[src/rtl/bbw_pkg.sv]
// shared constants of the burst write port: widths, burst and response codes
// assumes nothing; every other file names these as bbw_pkg::name
package bbw_pkg;
  // field widths of the reference configuration
  localparam int ADDR_W  = 32;
  localparam int DATA_W  = 32;
  localparam int ID_W    = 4;
  localparam int LEN_W   = 4;
  localparam int SIZE_W  = 3;
  localparam int BURST_W = 2;
  localparam int LOCK_W  = 2;
  localparam int CACHE_W = 4;
  localparam int PROT_W  = 3;
  localparam int RESP_W  = 2;
  localparam int BYTE_W  = 8;
  // burst type codes
  localparam logic [BURST_W-1:0] BURST_FIXED = 2'h0;
  localparam logic [BURST_W-1:0] BURST_INCR  = 2'h1;
  localparam logic [BURST_W-1:0] BURST_WRAP  = 2'h2;
  // response codes
  localparam logic [RESP_W-1:0]  RESP_OKAY   = 2'h0;
  localparam logic [RESP_W-1:0]  RESP_SLVERR = 2'h2;
  // reset values and count step of control state
  localparam logic               IDLE_LOW    = 1'h0;
  localparam logic [LEN_W-1:0]   LEN_ZERO    = 4'h0;
  localparam logic [LEN_W-1:0]   LEN_ONE     = 4'h1;
endpackage

[src/rtl/bbw_if.sv]
// write address, write data and write response channels between two ends
// assumes the bench drives aresetn and both ends share one rising-edge clock
`timescale 1ns/100ps
`default_nettype none
interface bbw_if #(
  parameter int AW  = bbw_pkg::ADDR_W,
  parameter int DW  = bbw_pkg::DATA_W,
  parameter int IDW = bbw_pkg::ID_W
) (
  input wire logic aresetn
);
  // write address channel
  logic [IDW-1:0]              aw_id;
  logic [AW-1:0]               aw_addr;
  logic [bbw_pkg::LEN_W-1:0]   aw_len;
  logic [bbw_pkg::SIZE_W-1:0]  aw_size;
  logic [bbw_pkg::BURST_W-1:0] aw_burst;
  logic [bbw_pkg::LOCK_W-1:0]  aw_lock;
  logic [bbw_pkg::CACHE_W-1:0] aw_cache;
  logic [bbw_pkg::PROT_W-1:0]  aw_prot;
  logic                        aw_valid;
  logic                        aw_ready;
  // write data channel
  logic [IDW-1:0]              w_id;
  logic [DW-1:0]               w_data;
  logic [DW/8-1:0]             w_strb;
  logic                        w_last;
  logic                        w_valid;
  logic                        w_ready;
  // write response channel
  logic [IDW-1:0]              b_id;
  logic [bbw_pkg::RESP_W-1:0]  b_resp;
  logic                        b_valid;
  logic                        b_ready;

  modport mst (
    input  aresetn, aw_ready, w_ready, b_id, b_resp, b_valid,
    output aw_id, aw_addr, aw_len, aw_size, aw_burst, aw_lock, aw_cache,
           aw_prot, aw_valid, w_id, w_data, w_strb, w_last, w_valid, b_ready
  );
  modport slv (
    input  aresetn, aw_id, aw_addr, aw_len, aw_size, aw_burst, aw_lock,
           aw_cache, aw_prot, aw_valid, w_id, w_data, w_strb, w_last,
           w_valid, b_ready,
    output aw_ready, w_ready, b_id, b_resp, b_valid
  );
endinterface
`default_nettype wire

[src/rtl/bbw_master.sv]
// master end: turns user commands and beats into write bursts on the link
// assumes the slave keeps its handshakes; clock shared with the slave
//
// Operation
// - next address may follow once previous accepted
// - address first, then the burst's data beats
// - last flag high only on final beat
// - slave answers once after all beats taken
// - same tag completes in order, others free
// - in-order needs one shared tag
// - interconnect widens tags to be unique
// - simple ends may ignore tag order
// - everything sampled on rising clock edge
// - link reset asserted when low
// - write address tag is four bits
// - only start byte address is sent
// - length field counts beats on both sides
// - size field gives each beat's size
// - slave steps address by burst type, size
// - lock field gives atomic character
// - cache field gives caching attributes
// - protection field gives access level, kind
// - address held stable until ready seen
// - slave ready shows it can take address
// - data and tag widths are parameters
// - slave accepts unaligned start addresses
// - transfer only when valid and ready high
`timescale 1ns/100ps
`default_nettype none
module bbw_master #(
  parameter int                  AW    = bbw_pkg::ADDR_W,
  parameter int                  DW    = bbw_pkg::DATA_W,
  parameter int                  IDW   = bbw_pkg::ID_W,
  parameter int                  TAG_W = 1,
  parameter logic [TAG_W-1:0]    TAG   = '0
) (
  // clock and reset
  input  wire logic                        clk_in,
  input  wire logic                        sys_rst_in,
  // link
  bbw_if.mst                               bus,
  // burst commands
  input  wire logic                        cmd_valid_in,
  output logic                             cmd_ready_out,
  input  wire logic [IDW-TAG_W-1:0]        cmd_id_in,
  input  wire logic [AW-1:0]               cmd_addr_in,
  input  wire logic [bbw_pkg::LEN_W-1:0]   cmd_len_in,
  input  wire logic [bbw_pkg::SIZE_W-1:0]  cmd_size_in,
  input  wire logic [bbw_pkg::BURST_W-1:0] cmd_burst_in,
  input  wire logic [bbw_pkg::LOCK_W-1:0]  cmd_lock_in,
  input  wire logic [bbw_pkg::CACHE_W-1:0] cmd_cache_in,
  input  wire logic [bbw_pkg::PROT_W-1:0]  cmd_prot_in,
  // data beats
  input  wire logic                        wd_valid_in,
  output logic                             wd_ready_out,
  input  wire logic [DW-1:0]               wd_data_in,
  input  wire logic [DW/8-1:0]             wd_strb_in,
  // completions
  output logic                             rsp_valid_out,
  output logic [IDW-1:0]                   rsp_id_out,
  output logic [bbw_pkg::RESP_W-1:0]       rsp_resp_out
);
  // the data width must be whole bytes and the tag must leave user bits
  if (DW % bbw_pkg::BYTE_W != 0 || TAG_W < 1 || TAG_W >= IDW)
    $error("bbw_master: unsupported width parameters");

  logic                      rst;
  logic                      cmd_take, aw_hs, w_hs, beat_take;
  logic                      beat_last;
  logic                      aw_nxt, wv_nxt;
  logic                      dact_r, dact_nxt, qv_r, qv_nxt;
  logic [bbw_pkg::LEN_W-1:0] dlen_r, dlen_nxt, qlen_r, qlen_nxt;
  logic [bbw_pkg::LEN_W-1:0] bcnt_r, bcnt_nxt;
  logic [IDW-1:0]            did_r, did_nxt, qid_r, qid_nxt;

  // link reset is active low and joins the local reset
  assign rst = sys_rst_in || !bus.aresetn;

  // handshakes: a transfer only on an edge with valid and ready both high
  always_comb begin
    cmd_take  = cmd_valid_in && cmd_ready_out;
    aw_hs     = bus.aw_valid && bus.aw_ready;
    w_hs      = bus.w_valid && bus.w_ready;
    beat_take = wd_valid_in && wd_ready_out;
    beat_last = bcnt_r == dlen_r;
  end

  // address valid: raised on a command, dropped only by the slave's ready
  always_comb begin
    aw_nxt = bus.aw_valid;
    if (aw_hs)
      aw_nxt = 1'b0;
    if (cmd_take)
      aw_nxt = 1'b1;
  end

  // data bookkeeping: the burst whose beats are due and one queued behind
  // it; data only becomes due once its address has been accepted
  always_comb begin
    dact_nxt = dact_r;
    dlen_nxt = dlen_r;
    did_nxt  = did_r;
    qv_nxt   = qv_r;
    qlen_nxt = qlen_r;
    qid_nxt  = qid_r;
    bcnt_nxt = bcnt_r;
    if (beat_take) begin
      bcnt_nxt = bcnt_r + bbw_pkg::LEN_ONE;
      if (beat_last) begin
        dact_nxt = qv_r;
        dlen_nxt = qlen_r;
        did_nxt  = qid_r;
        qv_nxt   = 1'b0;
        bcnt_nxt = bbw_pkg::LEN_ZERO;
      end
    end
    if (aw_hs) begin
      if (!dact_nxt) begin
        dact_nxt = 1'b1;
        dlen_nxt = bus.aw_len;
        did_nxt  = bus.aw_id;
      end else begin
        qv_nxt   = 1'b1;
        qlen_nxt = bus.aw_len;
        qid_nxt  = bus.aw_id;
      end
    end
  end

  // write data valid: set by a user beat, cleared by the slave's ready
  always_comb begin
    wv_nxt = bus.w_valid;
    if (w_hs)
      wv_nxt = 1'b0;
    if (beat_take)
      wv_nxt = 1'b1;
  end

  // address valid stays low through reset and rises only after it
  always_ff @(posedge clk_in) begin
    if (rst) begin
      bus.aw_valid  <= bbw_pkg::IDLE_LOW;
      cmd_ready_out <= bbw_pkg::IDLE_LOW;
    end else begin
      bus.aw_valid  <= aw_nxt;
      // one command in flight and a free queue slot; the next address
      // need not wait for the earlier burst's data
      cmd_ready_out <= !aw_nxt && !qv_nxt;
    end
  end

  // address fields load only on a taken command, so they hold until
  // the slave's ready is seen
  always_ff @(posedge clk_in) begin
    if (rst) begin
      bus.aw_id    <= '0;
      bus.aw_addr  <= '0;
      bus.aw_len   <= bbw_pkg::LEN_ZERO;
      bus.aw_size  <= '0;
      bus.aw_burst <= bbw_pkg::BURST_INCR;
      bus.aw_lock  <= '0;
      bus.aw_cache <= '0;
      bus.aw_prot  <= '0;
    end else if (cmd_take) begin
      // tag bits above the user tag keep masters apart
      bus.aw_id    <= {TAG, cmd_id_in};
      bus.aw_addr  <= cmd_addr_in;
      bus.aw_len   <= cmd_len_in;
      bus.aw_size  <= cmd_size_in;
      bus.aw_burst <= cmd_burst_in;
      bus.aw_lock  <= cmd_lock_in;
      bus.aw_cache <= cmd_cache_in;
      bus.aw_prot  <= cmd_prot_in;
    end
  end

  // burst tracking registers
  always_ff @(posedge clk_in) begin
    if (rst) begin
      dact_r <= bbw_pkg::IDLE_LOW;
      qv_r   <= bbw_pkg::IDLE_LOW;
      dlen_r <= bbw_pkg::LEN_ZERO;
      qlen_r <= bbw_pkg::LEN_ZERO;
      did_r  <= '0;
      qid_r  <= '0;
      bcnt_r <= bbw_pkg::LEN_ZERO;
    end else begin
      dact_r <= dact_nxt;
      qv_r   <= qv_nxt;
      dlen_r <= dlen_nxt;
      qlen_r <= qlen_nxt;
      did_r  <= did_nxt;
      qid_r  <= qid_nxt;
      bcnt_r <= bcnt_nxt;
    end
  end

  // write data stage; one beat held at a time, which costs a bubble
  // between beats but keeps the ready a plain flop
  always_ff @(posedge clk_in) begin
    if (rst) begin
      bus.w_valid  <= bbw_pkg::IDLE_LOW;
      bus.w_last   <= bbw_pkg::IDLE_LOW;
      bus.w_id     <= '0;
      bus.w_data   <= '0;
      bus.w_strb   <= '0;
      wd_ready_out <= bbw_pkg::IDLE_LOW;
    end else begin
      bus.w_valid  <= wv_nxt;
      wd_ready_out <= dact_nxt && !wv_nxt;
      if (beat_take) begin
        bus.w_last <= beat_last;
        bus.w_id   <= did_r;
        bus.w_data <= wd_data_in;
        bus.w_strb <= wd_strb_in;
      end
    end
  end

  // responses are always accepted and handed up as they come; tag order
  // is kept by the slave, differing tags may arrive in any order
  always_ff @(posedge clk_in) begin
    if (rst) begin
      bus.b_ready   <= bbw_pkg::IDLE_LOW;
      rsp_valid_out <= bbw_pkg::IDLE_LOW;
      rsp_id_out    <= '0;
      rsp_resp_out  <= bbw_pkg::RESP_OKAY;
    end else begin
      bus.b_ready   <= 1'b1;
      rsp_valid_out <= bus.b_valid && bus.b_ready;
      if (bus.b_valid && bus.b_ready) begin
        rsp_id_out   <= bus.b_id;
        rsp_resp_out <= bus.b_resp;
      end
    end
  end
endmodule
`default_nettype wire

[src/flat_wrapper.sv]
// flat-port wrapper written by rule: the top's interface ports become plain ports
module bbw_master_flat 
#(
  parameter int                  AW    = bbw_pkg::ADDR_W,
  parameter int                  DW    = bbw_pkg::DATA_W,
  parameter int                  IDW   = bbw_pkg::ID_W,
  parameter int                  TAG_W = 1,
  parameter logic [TAG_W-1:0]    TAG   = '0
)
  (clk_in, sys_rst_in, cmd_valid_in, cmd_ready_out, cmd_id_in, cmd_addr_in, cmd_len_in, cmd_size_in, cmd_burst_in, cmd_lock_in, cmd_cache_in, cmd_prot_in, wd_valid_in, wd_ready_out, wd_data_in, wd_strb_in, rsp_valid_out, rsp_id_out, rsp_resp_out, aresetn, bus_aw_ready, bus_w_ready, bus_b_id, bus_b_resp, bus_b_valid, bus_aw_id, bus_aw_addr, bus_aw_len, bus_aw_size, bus_aw_burst, bus_aw_lock, bus_aw_cache, bus_aw_prot, bus_aw_valid, bus_w_id, bus_w_data, bus_w_strb, bus_w_last, bus_w_valid, bus_b_ready);
  bbw_if #(.AW(AW), .DW(DW), .IDW(IDW)) bus_i (.aresetn(aresetn));
  input  wire logic clk_in;
  input  wire logic sys_rst_in;
  input  wire logic cmd_valid_in;
  output logic cmd_ready_out;
  input  wire logic [IDW-TAG_W-1:0] cmd_id_in;
  input  wire logic [AW-1:0] cmd_addr_in;
  input  wire logic [bbw_pkg::LEN_W-1:0] cmd_len_in;
  input  wire logic [bbw_pkg::SIZE_W-1:0] cmd_size_in;
  input  wire logic [bbw_pkg::BURST_W-1:0] cmd_burst_in;
  input  wire logic [bbw_pkg::LOCK_W-1:0] cmd_lock_in;
  input  wire logic [bbw_pkg::CACHE_W-1:0] cmd_cache_in;
  input  wire logic [bbw_pkg::PROT_W-1:0] cmd_prot_in;
  input  wire logic wd_valid_in;
  output logic wd_ready_out;
  input  wire logic [DW-1:0] wd_data_in;
  input  wire logic [DW/8-1:0] wd_strb_in;
  output logic rsp_valid_out;
  output logic [IDW-1:0] rsp_id_out;
  output logic [bbw_pkg::RESP_W-1:0] rsp_resp_out;
  input wire logic aresetn;
  input wire logic [$bits(bus_i.aw_ready)-1:0] bus_aw_ready;
  input wire logic [$bits(bus_i.w_ready)-1:0] bus_w_ready;
  input wire logic [$bits(bus_i.b_id)-1:0] bus_b_id;
  input wire logic [$bits(bus_i.b_resp)-1:0] bus_b_resp;
  input wire logic [$bits(bus_i.b_valid)-1:0] bus_b_valid;
  output wire logic [$bits(bus_i.aw_id)-1:0] bus_aw_id;
  output wire logic [$bits(bus_i.aw_addr)-1:0] bus_aw_addr;
  output wire logic [$bits(bus_i.aw_len)-1:0] bus_aw_len;
  output wire logic [$bits(bus_i.aw_size)-1:0] bus_aw_size;
  output wire logic [$bits(bus_i.aw_burst)-1:0] bus_aw_burst;
  output wire logic [$bits(bus_i.aw_lock)-1:0] bus_aw_lock;
  output wire logic [$bits(bus_i.aw_cache)-1:0] bus_aw_cache;
  output wire logic [$bits(bus_i.aw_prot)-1:0] bus_aw_prot;
  output wire logic [$bits(bus_i.aw_valid)-1:0] bus_aw_valid;
  output wire logic [$bits(bus_i.w_id)-1:0] bus_w_id;
  output wire logic [$bits(bus_i.w_data)-1:0] bus_w_data;
  output wire logic [$bits(bus_i.w_strb)-1:0] bus_w_strb;
  output wire logic [$bits(bus_i.w_last)-1:0] bus_w_last;
  output wire logic [$bits(bus_i.w_valid)-1:0] bus_w_valid;
  output wire logic [$bits(bus_i.b_ready)-1:0] bus_b_ready;
  assign bus_i.aw_ready = bus_aw_ready;
  assign bus_i.w_ready = bus_w_ready;
  assign bus_i.b_id = bus_b_id;
  assign bus_i.b_resp = bus_b_resp;
  assign bus_i.b_valid = bus_b_valid;
  assign bus_aw_id = bus_i.aw_id;
  assign bus_aw_addr = bus_i.aw_addr;
  assign bus_aw_len = bus_i.aw_len;
  assign bus_aw_size = bus_i.aw_size;
  assign bus_aw_burst = bus_i.aw_burst;
  assign bus_aw_lock = bus_i.aw_lock;
  assign bus_aw_cache = bus_i.aw_cache;
  assign bus_aw_prot = bus_i.aw_prot;
  assign bus_aw_valid = bus_i.aw_valid;
  assign bus_w_id = bus_i.w_id;
  assign bus_w_data = bus_i.w_data;
  assign bus_w_strb = bus_i.w_strb;
  assign bus_w_last = bus_i.w_last;
  assign bus_w_valid = bus_i.w_valid;
  assign bus_b_ready = bus_i.b_ready;
  bbw_master #(.AW(AW), .DW(DW), .IDW(IDW), .TAG_W(TAG_W), .TAG(TAG)) u_core (.clk_in(clk_in), .sys_rst_in(sys_rst_in), .bus(bus_i), .cmd_valid_in(cmd_valid_in), .cmd_ready_out(cmd_ready_out), .cmd_id_in(cmd_id_in), .cmd_addr_in(cmd_addr_in), .cmd_len_in(cmd_len_in), .cmd_size_in(cmd_size_in), .cmd_burst_in(cmd_burst_in), .cmd_lock_in(cmd_lock_in), .cmd_cache_in(cmd_cache_in), .cmd_prot_in(cmd_prot_in), .wd_valid_in(wd_valid_in), .wd_ready_out(wd_ready_out), .wd_data_in(wd_data_in), .wd_strb_in(wd_strb_in), .rsp_valid_out(rsp_valid_out), .rsp_id_out(rsp_id_out), .rsp_resp_out(rsp_resp_out));
endmodule
[config.mk]
export PLATFORM = sky130hd
export DESIGN_NAME = bbw_master_flat
export DESIGN_NICKNAME = d
export VERILOG_FILES = /design/src/rtl/bbw_pkg.sv /design/src/rtl/bbw_if.sv /design/src/rtl/bbw_master.sv /design/src/flat_wrapper.sv
export SDC_FILE = /design/constraint.sdc
export NUM_CORES = 1
export LEC_CHECK = 0
export ABC_AREA = 0
export BUFFER_PORTS_ARGS = -buffer_cell sky130_fd_sc_hd__buf_2
export CORE_UTILIZATION = 42
export CTS_CLUSTER_DIAMETER = 80
export CTS_CLUSTER_SIZE = 40
export DETAILED_ROUTE_END_ITERATION = 8
export PLACE_DENSITY = 0.82
export SYNTH_ARGS = -nofsm -noshare
export SYNTH_HDL_FRONTEND = slang
export SYNTH_SLANG_ARGS = --single-unit
[constraint.sdc]
create_clock -name clk_in -period 1.55 [get_ports clk_in]
set_input_delay 0.155 -clock clk_in [delete_from_list [all_inputs] [get_ports clk_in]]
set_output_delay 0.155 -clock clk_in [all_outputs]
set_load 0.005 [all_outputs]
Word-level counts from Yosys, hierarchy flattened --
Index checks and enable logic that the tools add are counted.
Word-level totals: output and inout port bits 107, bits of input ports 103, bits in registers 127
Cells by class: equal/unequal tests 1, $add $sub $neg 1, reduce and logical (&&, ||, !) cells 13, mux-type cells 21
Operators by type and width (number):
- 2-to-1 mux 4 bit | 9
- 2-to-1 mux 1 bit | 12
- logical AND 1 bit | 7
- adder 4 x 1 -> 4 bit (second input constant) | 1
- == test 4 bit | 1
- logical NOT 1 bit | 4
- AND reduction 2 bit | 1
- logical OR 1 bit | 1

Longest topological paths before layout --
Gate-level depths: netlist (run 1).
depth in word-level cells 7, gate-level depth with buffers 7, depth with buffers taken out 5

Worst setup path after synthesis (run 1) --
No wires, ideal clock.
path kind flip-flop to flip-flop, start point reg u_core.wd_ready_out, end point reg u_core.dlen_r[2] (netlist name), arrival 1.516 ns, cell stages (with the launch flop) 8, period minus slack after synthesis 1.636 ns, path buffers 2, setup slack -0.086 ns, cells stage by stage dfxtp_1 > and2_1 > buf_4 > and4_4 > a21oi_2 > or3_1 > buf_2 > mux2i_1
On the way: cells in the longest elaborated chain, start to end 4
Ends and longest elaborated chain:
- start, declared | line bbw_master.sv:55 | output logic wd_ready_out,
- start signal, assigned | line bbw_master.sv:207 | wd_ready_out <= bbw_pkg::IDLE_LOW;
- start signal, assigned | line bbw_master.sv:210 | wd_ready_out <= dact_nxt && !wv_nxt;
- logical AND 1 bit (*) | line bbw_master.sv:84 | beat_take = wd_valid_in && wd_ready_out;
- 2-to-1 mux 4 bit or 2-to-1 mux 1 bit (tied branches) | line bbw_master.sv:107 | if (beat_take) begin
- 2-to-1 mux 4 bit | line bbw_master.sv:118 | if (!dact_nxt) begin
- 2-to-1 mux 4 bit (*) | line bbw_master.sv:117 | if (aw_hs) begin
- end signal, assigned | line bbw_master.sv:182 | dlen_r <= bbw_pkg::LEN_ZERO;
- end signal, assigned | line bbw_master.sv:190 | dlen_r <= dlen_nxt;
- end, declared | line bbw_master.sv:72 | logic [bbw_pkg::LEN_W-1:0] dlen_r, dlen_nxt, qlen_r, qlen_nxt;
Mark *: on every way between the ends. The rest lies on a longest branch, timed or not. A chain may end at the register's enable or synchronous reset.

Worst setup path in the final report (run 1) --
start point reg u_core.bcnt_r[1] (netlist name), end point reg u_core.dlen_r[0] (netlist name)
On the way: cells in the longest elaborated chain, start to end 5
Ends and longest elaborated chain:
- start, declared | line bbw_master.sv:73 | logic [bbw_pkg::LEN_W-1:0] bcnt_r, bcnt_nxt;
- start signal, assigned | line bbw_master.sv:186 | bcnt_r <= bbw_pkg::LEN_ZERO;
- start signal, assigned | line bbw_master.sv:194 | bcnt_r <= bcnt_nxt;
- == test 4 bit (*) | line bbw_master.sv:85 | beat_last = bcnt_r == dlen_r;
- 2-to-1 mux 4 bit or 2-to-1 mux 1 bit (tied branches) | line bbw_master.sv:109 | if (beat_last) begin
- 2-to-1 mux 4 bit or 2-to-1 mux 1 bit (tied branches) | line bbw_master.sv:107
- 2-to-1 mux 4 bit | line bbw_master.sv:118
- 2-to-1 mux 4 bit (*) | line bbw_master.sv:117
Marked as above.

==> results of run 1 <==
## layout make-up
| type | instances | area share |
|---|---|---|
| repair buffers | 339 | 0.308 |
| inverters | 3 | 0.00147 |
| multi-input cells | 391 | 0.261 |
| clock inverters | 14 | 0.0175 |
| clock buffers | 18 | 0.0547 |
| flip-flops and latches | 127 | 0.334 |
| well taps | 136 | 0.0223 |
## state kept, by name, indices dropped and copies added, names as in the netlist, 3 cells and up
register	flops
u_core.rsp_id_out	4
u_core.bus.w_id	4
u_core.bus.aw_len	4
u_core.qlen_r	4
u_core.bus.aw_addr	32
u_core.bus.w_strb	4
u_core.bus.w_data	32
u_core.qid_r	3
u_core.bus.aw_prot	3
u_core.bcnt_r	4
u_core.bus.aw_id	3
u_core.did_r	4
u_core.bus.aw_size	3
u_core.dlen_r	4
u_core.bus.aw_cache	4
## what timing repair did
| item | CTS | global route |
|---|---|---|
| gates resized for setup | 3 | 27 |
| endpoints found under the hold margin | 97 | 0 |
| setup buffers | 2 | 1 |
| pin swaps | 2 | 8 |
| setup endpoints to repair | 15 | 22 |
| hold buffers | 106 | 0 |
| gates cloned | 0 | 3 |
## worst max path at each step
stage	from	to	slack [ns]	cells past startpoint
after floorplan	u_core.wd_ready_out$_SDFF_PN0_	u_core.dlen_r[2]$_SDFF_PN0_	-0.05	7
after global placement	u_core.bcnt_r[1]$_SDFFE_PN0N_	u_core.dlen_r[2]$_SDFF_PN0_	-0.04	5
after detailed placement	u_core.bcnt_r[0]$_SDFFE_PN0N_	u_core.dlen_r[2]$_SDFF_PN0_	-0.07	5
after CTS	u_core.bcnt_r[1]$_SDFFE_PN0N_	u_core.qid_r[0]$_SDFFE_PN0P_	0.01	5
after global routing	u_core.bcnt_r[1]$_SDFFE_PN0N_	u_core.cmd_ready_out$_SDFF_PN0_	-0.12	5
final	u_core.bcnt_r[1]$_SDFFE_PN0N_	u_core.dlen_r[0]$_SDFF_PN0_	-0.06	6
## layer usage
| layer | vias to the layer above | track usage | share of wire | wire length, um |
|---|---|---|---|---|
| met3 | 56 | 0.0828 | 0.062 | 985 |
| met1 | 2328 | 0.270 | 0.38 | 5930 |
| met4 | 0 | 0.132 | 0.040 | 627 |
| met2 | 246 | 0.459 | 0.52 | 8220 |
| met5 | - | 0 | 0 | 0 |
| li1 | 2476 | - | - | - |
## stage by stage
stage                     std cells  hold slack, ns   util  cell area [um^2]  power [mW]
after floorplan                 558           0.279      -              4570        3.51
after global placement          884           0.366  0.557              5800        3.70
after detailed placement        884           0.369  0.557              5800        3.70
after CTS                      1024          0.0382  0.715              7440        7.54
after global routing           1028           0.101  0.733              7630        7.77
final                          1028          0.0971  0.733              7630        7.53
## power breakdown
group	internal (mW)	leakage [nW]	total, mW	switching, mW
logic	0.337	1.93	0.576	0.239
clock network	2.15	0.255	3.65	1.50
registers	3.29	1.03	3.31	0.0183
total	5.77	3.22	7.53	1.76
## worst max-delay path: stages (launching register included)
cell and delay, ns:
dfxtp_1 0.35, xnor2_2 0.22, and4_4 0.28, a21oi_4 0.06
buf_4 0.17, o41ai_1 0.34, a21oi_1 0.07
## cells in the final DEF (no fill, tap or decap), types with 4 or more instances in the layout
cell type | Yosys | final
a21oi_1 | 110 | 109
buf_2 | 1 | 209
buf_4 | 2 | 18
clkbuf_16 | 0 | 18
clkinvlp_4 | 0 | 5
dfxtp_1 | 127 | 120
dfxtp_2 | 0 | 7
dlygate4sd3_1 | 0 | 106
inv_6 | 0 | 4
mux2i_1 | 14 | 13
nand2_1 | 218 | 215
nand3_1 | 8 | 8
nor2_1 | 6 | 5
o41ai_2 | 0 | 4
xnor2_2 | 0 | 4
## kinds of logic (layout without fill, tap and decap cells)
| logic type | Yosys count | after routing | share of synthesized area |
|---|---|---|---|
| compound gates | 123 | 123 | 0.143 |
| xor+xnor | 7 | 7 | 0.0135 |
| fa+ha+maj | 1 | 1 | 0.00276 |
| buf+inv | 40 | 374 | 0.0350 |
| flops | 127 | 127 | 0.560 |
| mux | 14 | 14 | 0.0309 |
| other cells | 1 | 1 | 0.000826 |
| simple gates | 245 | 245 | 0.214 |
==> impl_metrics.py, run 1 <==
metrics = {
    "status": {
        "violations": "setup timing",
        "status": "finished, violations left",
    },
    "final_layout": {
        "n_fill_cell": 672,
        "seqCellArea_um2": 2550,
        "multi_input_comb_area_um2": 2000,
        "drive_gt1_frac": 0.331,
        "final_nets": 983,
        "syn2layout_area_growth_pct": 68.2,
        "diodes": 0,
    },
    "setup_path": {
        "r2r-start": "u_core.bcnt_r[1]$_SDFFE_PN0N_",
        "ff2ff_path_depth": 6,
        "crit_fanout": 7,
        "rrSetupSlack_ns": -0.06,
        "critical_path.endpoint_type": "flop",
        "worstPathRequired_ns": 1.93,
        "worst-setup-path-type": "flop to flop",
        "timing.rr.end": "u_core.dlen_r[0]$_SDFF_PN0_",
        "start_kind": "flop",
        "arrival_ns": 1.98,
    },
    "yosys": {
        "postSynthCellCount": 558,
        "synth_most_common_cell": "nand2_1",
        "synth-main-ff-cell": "dfxtp_1",
        "synth.area.top_cells": "dfxtp_1, nand2_1, a21oi_1, mux2i_1, clkbuf_1",
        "seq_area_frac_synth": 0.560,
        "yosys_warnings": 0,
        "ys_seq_elements": 127,
        "netlist_area_um2": 4540,
        "avgSynthCellArea_um2": 8.14,
        "synth.top_cell.area_share": 0.560,
        "synth-edff-count": 0,
        "yosys-top-cells-count": "nand2_1, dfxtp_1, a21oi_1",
        "yosys.area.top_type": "dfxtp_1",
        "synth_cell_types": 29,
        "syn_nets": 662,
        "async_flop_share": 0,
    },
    "power": {
        "peakVddDrop_mv": 0.716,
        "power_density_nw_per_um2": 987,
        "leakagePower_nw": 3.22,
    },
    "clocking": {
        "clock-root-buffer": "clkbuf_8",
        "cts_buffers": 17,
        "cts_max_path_buffers": 2,
        "cts_tree": "yes",
        "cts_sinks": 127,
        "htreeDepth": 4,
        "clkTransAtPathRegs_ns": 0.06,
        "clock_latency_ns": 0.51,
    },
    "global_routing": {
        "grt-ovfl-total": 0,
        "grt_pass1_wl_um": 22900,
        "grt_use_total": 0.257,
        "grt_antenna_before_repair": 0,
        "grt_pass1_vias": 4987,
        "grt_max_degree": 54,
    },
    "timing": {
        "fin_tns_setup_ns": -0.197,
        "slew_viol_final": 0,
        "min_period_ns": 1.61,
        "finalClockSkew_ns": 0.0146,
        "tightest_slew_ns": 0.549,
        "setup_viol": 7,
        "max_freq_mhz": 622,
        "min_period_over_period": 1.04,
        "rsz0062_at_grt": "true",
        "slew_headroom": 0.634,
        "fin_ws_ns": -0.0571,
        "hold_violations": 0,
    },
    "placed_design": {
        "portBuffers": 208,
        "dp_hpwl_um": 7670,
        "dp_slack_ns": -0.0749,
        "gp_congestion": 0.815,
    },
    "die": {
        "start_util": 0.436,
        "num_rows": 37,
        "io_pins": 210,
        "fp.coreArea_um2": 10400,
        "dieArea_um2": 11200,
        "fp.dieW_um": 106,
        "die-height_um": 106,
    },
    "hold_path": {
        "hold_depth": 3,
        "holdPathEnd": "u_core.bus.aw_valid$_SDFF_PN0_",
        "min_from": "bus_aw_ready",
        "hold_class": "primary input to flop",
    },
    "drt": {
        "drc_errors": 0,
        "via_per_inst": 4.97,
        "firstDrtPassIters": 6,
        "wl_per_cell_um": 15.3,
        "ant_nets": 0,
        "drt_iter0_markers": 441,
        "wirelength_um": 15800,
        "vias": 5106,
    },
    "flow_run": {
        "cap_violations": 0,
    },
}
(Power assumes the default switching activity.)
==> run 2, diff against run 1 <==
--- a/config.mk
+++ b/config.mk
@@ -11,6 +11,7 @@
 export CTS_CLUSTER_DIAMETER = 80
 export CTS_CLUSTER_SIZE = 40
 export DETAILED_ROUTE_END_ITERATION = 8
+export GPL_TIMING_DRIVEN = 0
 export PLACE_DENSITY = 0.82
 export SYNTH_ARGS = -nofsm -noshare
 export SYNTH_HDL_FRONTEND = slang
==> impl_metrics.py, run 2 (synthesis results as in run 1) <==
metrics = {
    "final_layout": {
        "final_nets": 998,
        "drive_gt1_frac": 0.314,
        "fin_util": 0.732,
        "n_fill_cell": 684,
        "reg_top3": "u_core.bus.aw_addr (32), u_core.bus.w_data (32)",
        "syn2layout_area_growth_pct": 68.0,
        "most-common-layout-cells": "nand2_1, buf_2, dfxtp_1",
        "mostFrequentLayoutCell": "nand2_1",
        "final_cell_area_um2": 7630,
    },
    "die": {
        "fp.dieW_um": 106,
        "start_util": 0.436,
        "fp.coreArea_um2": 10400,
        "io_pins": 210,
        "die-height_um": 106,
        "num_rows": 37,
        "dieArea_um2": 11200,
    },
    "global_routing": {
        "grt_max_degree": 17,
        "use_met1": 0.297,
        "grt_antenna_before_repair": 0,
        "use_met2": 0.526,
        "grt_use_total": 0.284,
        "grt-ovfl-total": 0,
        "grt-busiest-layer": "met2",
        "grt_pass1_wl_um": 25000,
        "grt_util_met3": 0.0705,
        "grt_pass1_vias": 5315,
    },
    "timing": {
        "rsz0062_at_grt": "true",
        "min_period_ns": 1.58,
        "fin_ws_ns": -0.0308,
        "max_freq_mhz": 633,
        "tightest_slew_ns": 0.688,
        "setup_viol": 1,
        "slew_viol_final": 0,
        "min_period_over_period": 1.02,
        "hold_violations": 0,
        "fin_tns_setup_ns": -0.0308,
        "finalClockSkew_ns": 0.00697,
        "slew_headroom": 0.541,
    },
    "clocking": {
        "cts_buffers": 17,
        "clkTransAtPathRegs_ns": 0.06,
        "cts_max_path_buffers": 2,
        "cts_tree": "yes",
        "htreeDepth": 4,
        "cts_sinks": 127,
        "clock-root-buffer": "clkbuf_8",
        "clock_latency_ns": 0.51,
    },
    "drt": {
        "via_per_inst": 5.07,
        "vias": 5292,
        "drt_iter0_markers": 309,
        "firstDrtPassIters": 5,
        "wl_per_cell_um": 15.4,
        "ant_nets": 0,
        "drc_errors": 0,
        "wirelength_um": 16100,
    },
    "placed_design": {
        "portBuffers": 208,
        "dp_hpwl_um": 8680,
        "gp_congestion": 0.788,
        "postPlaceCellArea_um2": 5780,
    },
    "power": {
        "p_total_mw": 7.90,
        "peakVddDrop_mv": 0.946,
        "leakagePower_nw": 3.21,
        "power_density_nw_per_um2": 1040,
    },
    "setup_path": {
        "r2r-start": "u_core.bcnt_r[0]$_SDFFE_PN0N_",
        "critical_path.endpoint_type": "flop",
        "crit_fanout": 10,
        "arrival_ns": 1.97,
        "cp-startpoint": "u_core.bcnt_r[0]$_SDFFE_PN0N_",
        "worstPathRequired_ns": 1.94,
        "worst-setup-path-type": "flop to flop",
        "start_kind": "flop",
    },
    "hold_path": {
        "min_from": "bus_aw_ready",
        "hold_class": "primary input to flop",
    },
    "status": {
        "status": "finished, violations left",
        "violations": "setup timing",
    },
    "flow_run": {
        "cap_violations": 0,
    },
}
-- run 2: per-stage QoR --
step,hold slack (ns),std cells,setup WS [ns]
4_1_cts,0.0117,1044,-0.0672
2_1_floorplan,0.279,558,-0.0455
6_report,0.0607,1044,-0.0308
3_3_place_gp,0.370,902,-0.322
3_5_place_dp,0.372,902,-0.322
5_1_grt,0.0797,1043,-0.0429
-- run 2: what timing repair did --
item / in CTS / in global routing
hold buffers: 102 / 0
endpoints found under the setup margin: 23 / 84
hold endpoints to repair: 96 / 0
setup buffers: 8 / 2
pin swaps: 5 / 12
gates resized for setup: 13 / 33
-- run 2: final timing paths --
kind / end / slack [ns] / cells past startpoint
setup / recovery: u_core.did_r[1]$_SDFF_PN0_ / -0.03 / 6
hold / removal: u_core.bus.aw_valid$_SDFF_PN0_ / 0.06 / 3
hold reg to reg: u_core.bus.aw_addr[12]$_SDFFE_PN0P_ / 0.45 / 2
setup reg to reg: u_core.did_r[1]$_SDFF_PN0_ / -0.03 / 6
-- run 2: report_power, final --
| part | internal, mW | switching (mW) | total (mW) |
|---|---|---|---|
| Clock | 2.48 | 1.55 | 4.03 |
| Sequential | 3.29 | 0.0179 | 3.31 |
| Combinational | 0.320 | 0.242 | 0.563 |
| Total | 6.09 | 1.81 | 7.90 |
-- run 2: critical path, stage by stage, from the launching register on --
cell and delay [ns]:
dfxtp_4 0.37, xnor2_2 0.17, and4_4 0.29, buf_4 0.13
nand2_4 0.11, mux2i_1 0.29, a21oi_2 0.10
-- run 2: layout make-up --
cell class	count	area, um^2	area share
antenna	1	2.50	0.000328
buffer	34	140	0.0184
clock buffer	18	418	0.0548
clock inverter	14	184	0.0241
inverter	3	11.3	0.00148
multi-input combinational	391	2000	0.263
sequential	127	2560	0.335
tap	136	170	0.0223
timing repair buffer	320	2140	0.281
-- run 2: routing by layer --
layer / wire [um] / vias up
met3: 948 / 62
met1: 6090 / 2457
li1: - / 2521
met4: 655 / 0
met2: 8400 / 252
met5: 0 / -
==> run 3, diff against run 2 <==
--- a/config.mk
+++ b/config.mk
@@ -6,13 +6,14 @@
 export NUM_CORES = 1
 export LEC_CHECK = 0
 export ABC_AREA = 0
+export ABC_CLOCK_PERIOD_IN_PS = 1550
 export BUFFER_PORTS_ARGS = -buffer_cell sky130_fd_sc_hd__buf_2
 export CORE_UTILIZATION = 42
 export CTS_CLUSTER_DIAMETER = 80
 export CTS_CLUSTER_SIZE = 40
 export DETAILED_ROUTE_END_ITERATION = 8
-export GPL_TIMING_DRIVEN = 0
 export PLACE_DENSITY = 0.82
+export SETUP_SLACK_MARGIN = 0.02
 export SYNTH_ARGS = -nofsm -noshare
 export SYNTH_HDL_FRONTEND = slang
 export SYNTH_SLANG_ARGS = --single-unit
==> impl_metrics.py, run 3 (synthesis results as in run 1) <==
metrics = {
    "status": {
        "status": "finished, violations left",
        "violations": "setup timing",
    },
    "placed_design": {
        "gp_congestion": 0.797,
        "portBuffers": 208,
        "dp_hpwl_um": 7760,
    },
    "setup_path": {
        "worst-setup-path-type": "flop to flop",
        "path_cells": "xnor2_2, and4_4, a21oi_4, buf_6, o41ai_4, a21oi_1",
        "worstPathRequired_ns": 1.92,
        "cp_slowest_cell": "dfxtp_2",
        "crit_path_max_incr_delay_ns": 0.34,
        "start_kind": "flop",
        "crit_fanout": 7,
        "crit_buf_inv": 1,
        "cp_top_family": "compound AO/OA/AOI/OAI gates",
        "arrival_ns": 1.94,
        "critical_path.endpoint_type": "flop",
    },
    "power": {
        "p_sw_frac": 0.223,
        "peakVddDrop_mv": 0.953,
        "leakagePower_nw": 3.24,
        "power_density_nw_per_um2": 1050,
        "pwr-share-seq": 0.410,
        "p_clk_frac": 0.519,
        "p_int_mw": 6.27,
        "p_sw_mw": 1.79,
        "combPwrFrac": 0.070,
    },
    "global_routing": {
        "grt_pass1_vias": 5223,
        "grt-ovfl-total": 0,
        "grt_use_total": 0.270,
        "grt_antenna_before_repair": 0,
        "grt_pass1_wl_um": 24200,
        "grt_max_degree": 54,
    },
    "clocking": {
        "cts_tree": "yes",
        "clock_latency_ns": 0.51,
        "htreeDepth": 4,
        "cts_max_path_buffers": 2,
        "cts_buffers": 17,
        "clock-root-buffer": "clkbuf_8",
        "clkTransAtPathRegs_ns": 0.06,
        "cts_sinks": 127,
    },
    "timing": {
        "min_period_over_period": 1.01,
        "fin_ws_ns": -0.0168,
        "rsz0062_at_grt": "true",
        "setup_viol": 1,
        "slew_viol_final": 0,
        "hold_violations": 0,
        "whs_ns": 0.0789,
        "tightest_slew_ns": 0.538,
        "finalClockSkew_ns": 0.00848,
        "min_period_ns": 1.57,
        "max_freq_mhz": 638,
        "slew_headroom": 0.641,
    },
    "drt": {
        "ant_nets": 0,
        "drt_iter0_markers": 419,
        "firstDrtPassIters": 6,
        "vias": 5152,
        "wl_per_cell_um": 15.6,
        "drc_errors": 0,
        "via_per_inst": 5.04,
        "wirelength_um": 16000,
    },
    "die": {
        "die-height_um": 106,
        "fp.dieW_um": 106,
        "fp.coreArea_um2": 10400,
        "io_pins": 210,
        "start_util": 0.436,
        "dieArea_um2": 11200,
        "num_rows": 37,
    },
    "final_layout": {
        "mostFrequentLayoutCell": "nand2_1",
        "final_nets": 978,
        "diodes": 0,
        "fin_util": 0.735,
        "reg_top3": "u_core.bus.aw_addr (32), u_core.bus.w_data (32)",
        "syn2layout_area_growth_pct": 68.6,
        "most-common-layout-cells": "nand2_1, buf_2, dfxtp_1",
        "drive_gt1_frac": 0.328,
    },
    "flow_run": {
        "cap_violations": 0,
    },
    "hold_path": {
        "hold_class": "primary input to flop",
    },
}
==> run 3: changes by cell type in the layout (fill, tap and decap cells not counted), moves of 3 or more <==
cell,delta
clkbuf_1,-21
clkbuf_2,-6
buf_1,-5
buf_4,+4
buf_6,+3
clkinvlp_4,-3
nand2_2,+3
==> run 3: layout make-up <==
class / count / area (um^2)
inverters: 3 / 11.3
fillers: 702 / 2760
multi-input cells: 391 / 2010
clock buffers: 18 / 418
well taps: 136 / 170
flip-flops and latches: 127 / 2550
clock inverters: 14 / 205
repair buffers: 334 / 2290
==> run 3: path summary, 6_finish.rpt <==
check / startpoint / end / slack, ns / cells past startpoint
worst max-delay path: u_core.bcnt_r[0]$_SDFFE_PN0N_ / u_core.did_r[1]$_SDFF_PN0_ / -0.02 / 6
worst min-delay path: cmd_valid_in / u_core.cmd_ready_out$_SDFF_PN0_ / 0.08 / 4
worst max register to register: u_core.bcnt_r[0]$_SDFFE_PN0N_ / u_core.did_r[1]$_SDFF_PN0_ / -0.02 / 6
worst min register to register: u_core.bus.w_id[2]$_SDFFE_PN0N_ / u_core.bus.w_id[2]$_SDFFE_PN0N_ / 0.45 / 2
==> run 3: per-stage QoR <==
step                instance area, um^2  instances  power (mW)  setup TNS [ns]  setup WS [ns]
detailed placement                 5790        883        3.70          -0.852         -0.117
global route                       7650       1023        8.32          -0.143        -0.0692
global placement                   5790        883        3.70          -0.103        -0.0600
finish                             7650       1023        8.06         -0.0168        -0.0168
floorplan                          4570        558        3.51         -0.0424        -0.0424
CTS                                7520       1020        8.07               0         0.0112
==> run 3: what timing repair did <==
action / in CTS / in global routing
gates cloned: 0 / 1
hold endpoints to repair: 97 / 0
setup buffers: 1 / 2
hold buffers: 104 / 0
gates resized for setup: 9 / 24
pin swaps: 7 / 13
endpoints found under the setup margin: 17 / 21
==> run 3: metal layers <==
metal,GRT usage,up-vias,routed length [um]
met4,0.155,0,841
met1,0.292,2365,6080
met3,0.0699,74,923
met2,0.478,248,8110
li1,-,2465,-
met5,0,-,0
==> run 3: tightest hold or removal path: stages <==
cell	delay [ns]
buf_2	0.10
nand2_2	0.07
o21ai_0	0.13
nor4b_1	0.08
==> run 3: power by group through the flow <==
stage	Combinational (mW)	Sequential (mW)	Clock (mW)
after global routing	0.602	3.31	4.41
after detailed placement	0.324	3.38	0
after floorplan	0.130	3.38	0
final	0.566	3.31	4.19
after global placement	0.322	3.38	0
after CTS	0.523	3.31	4.24
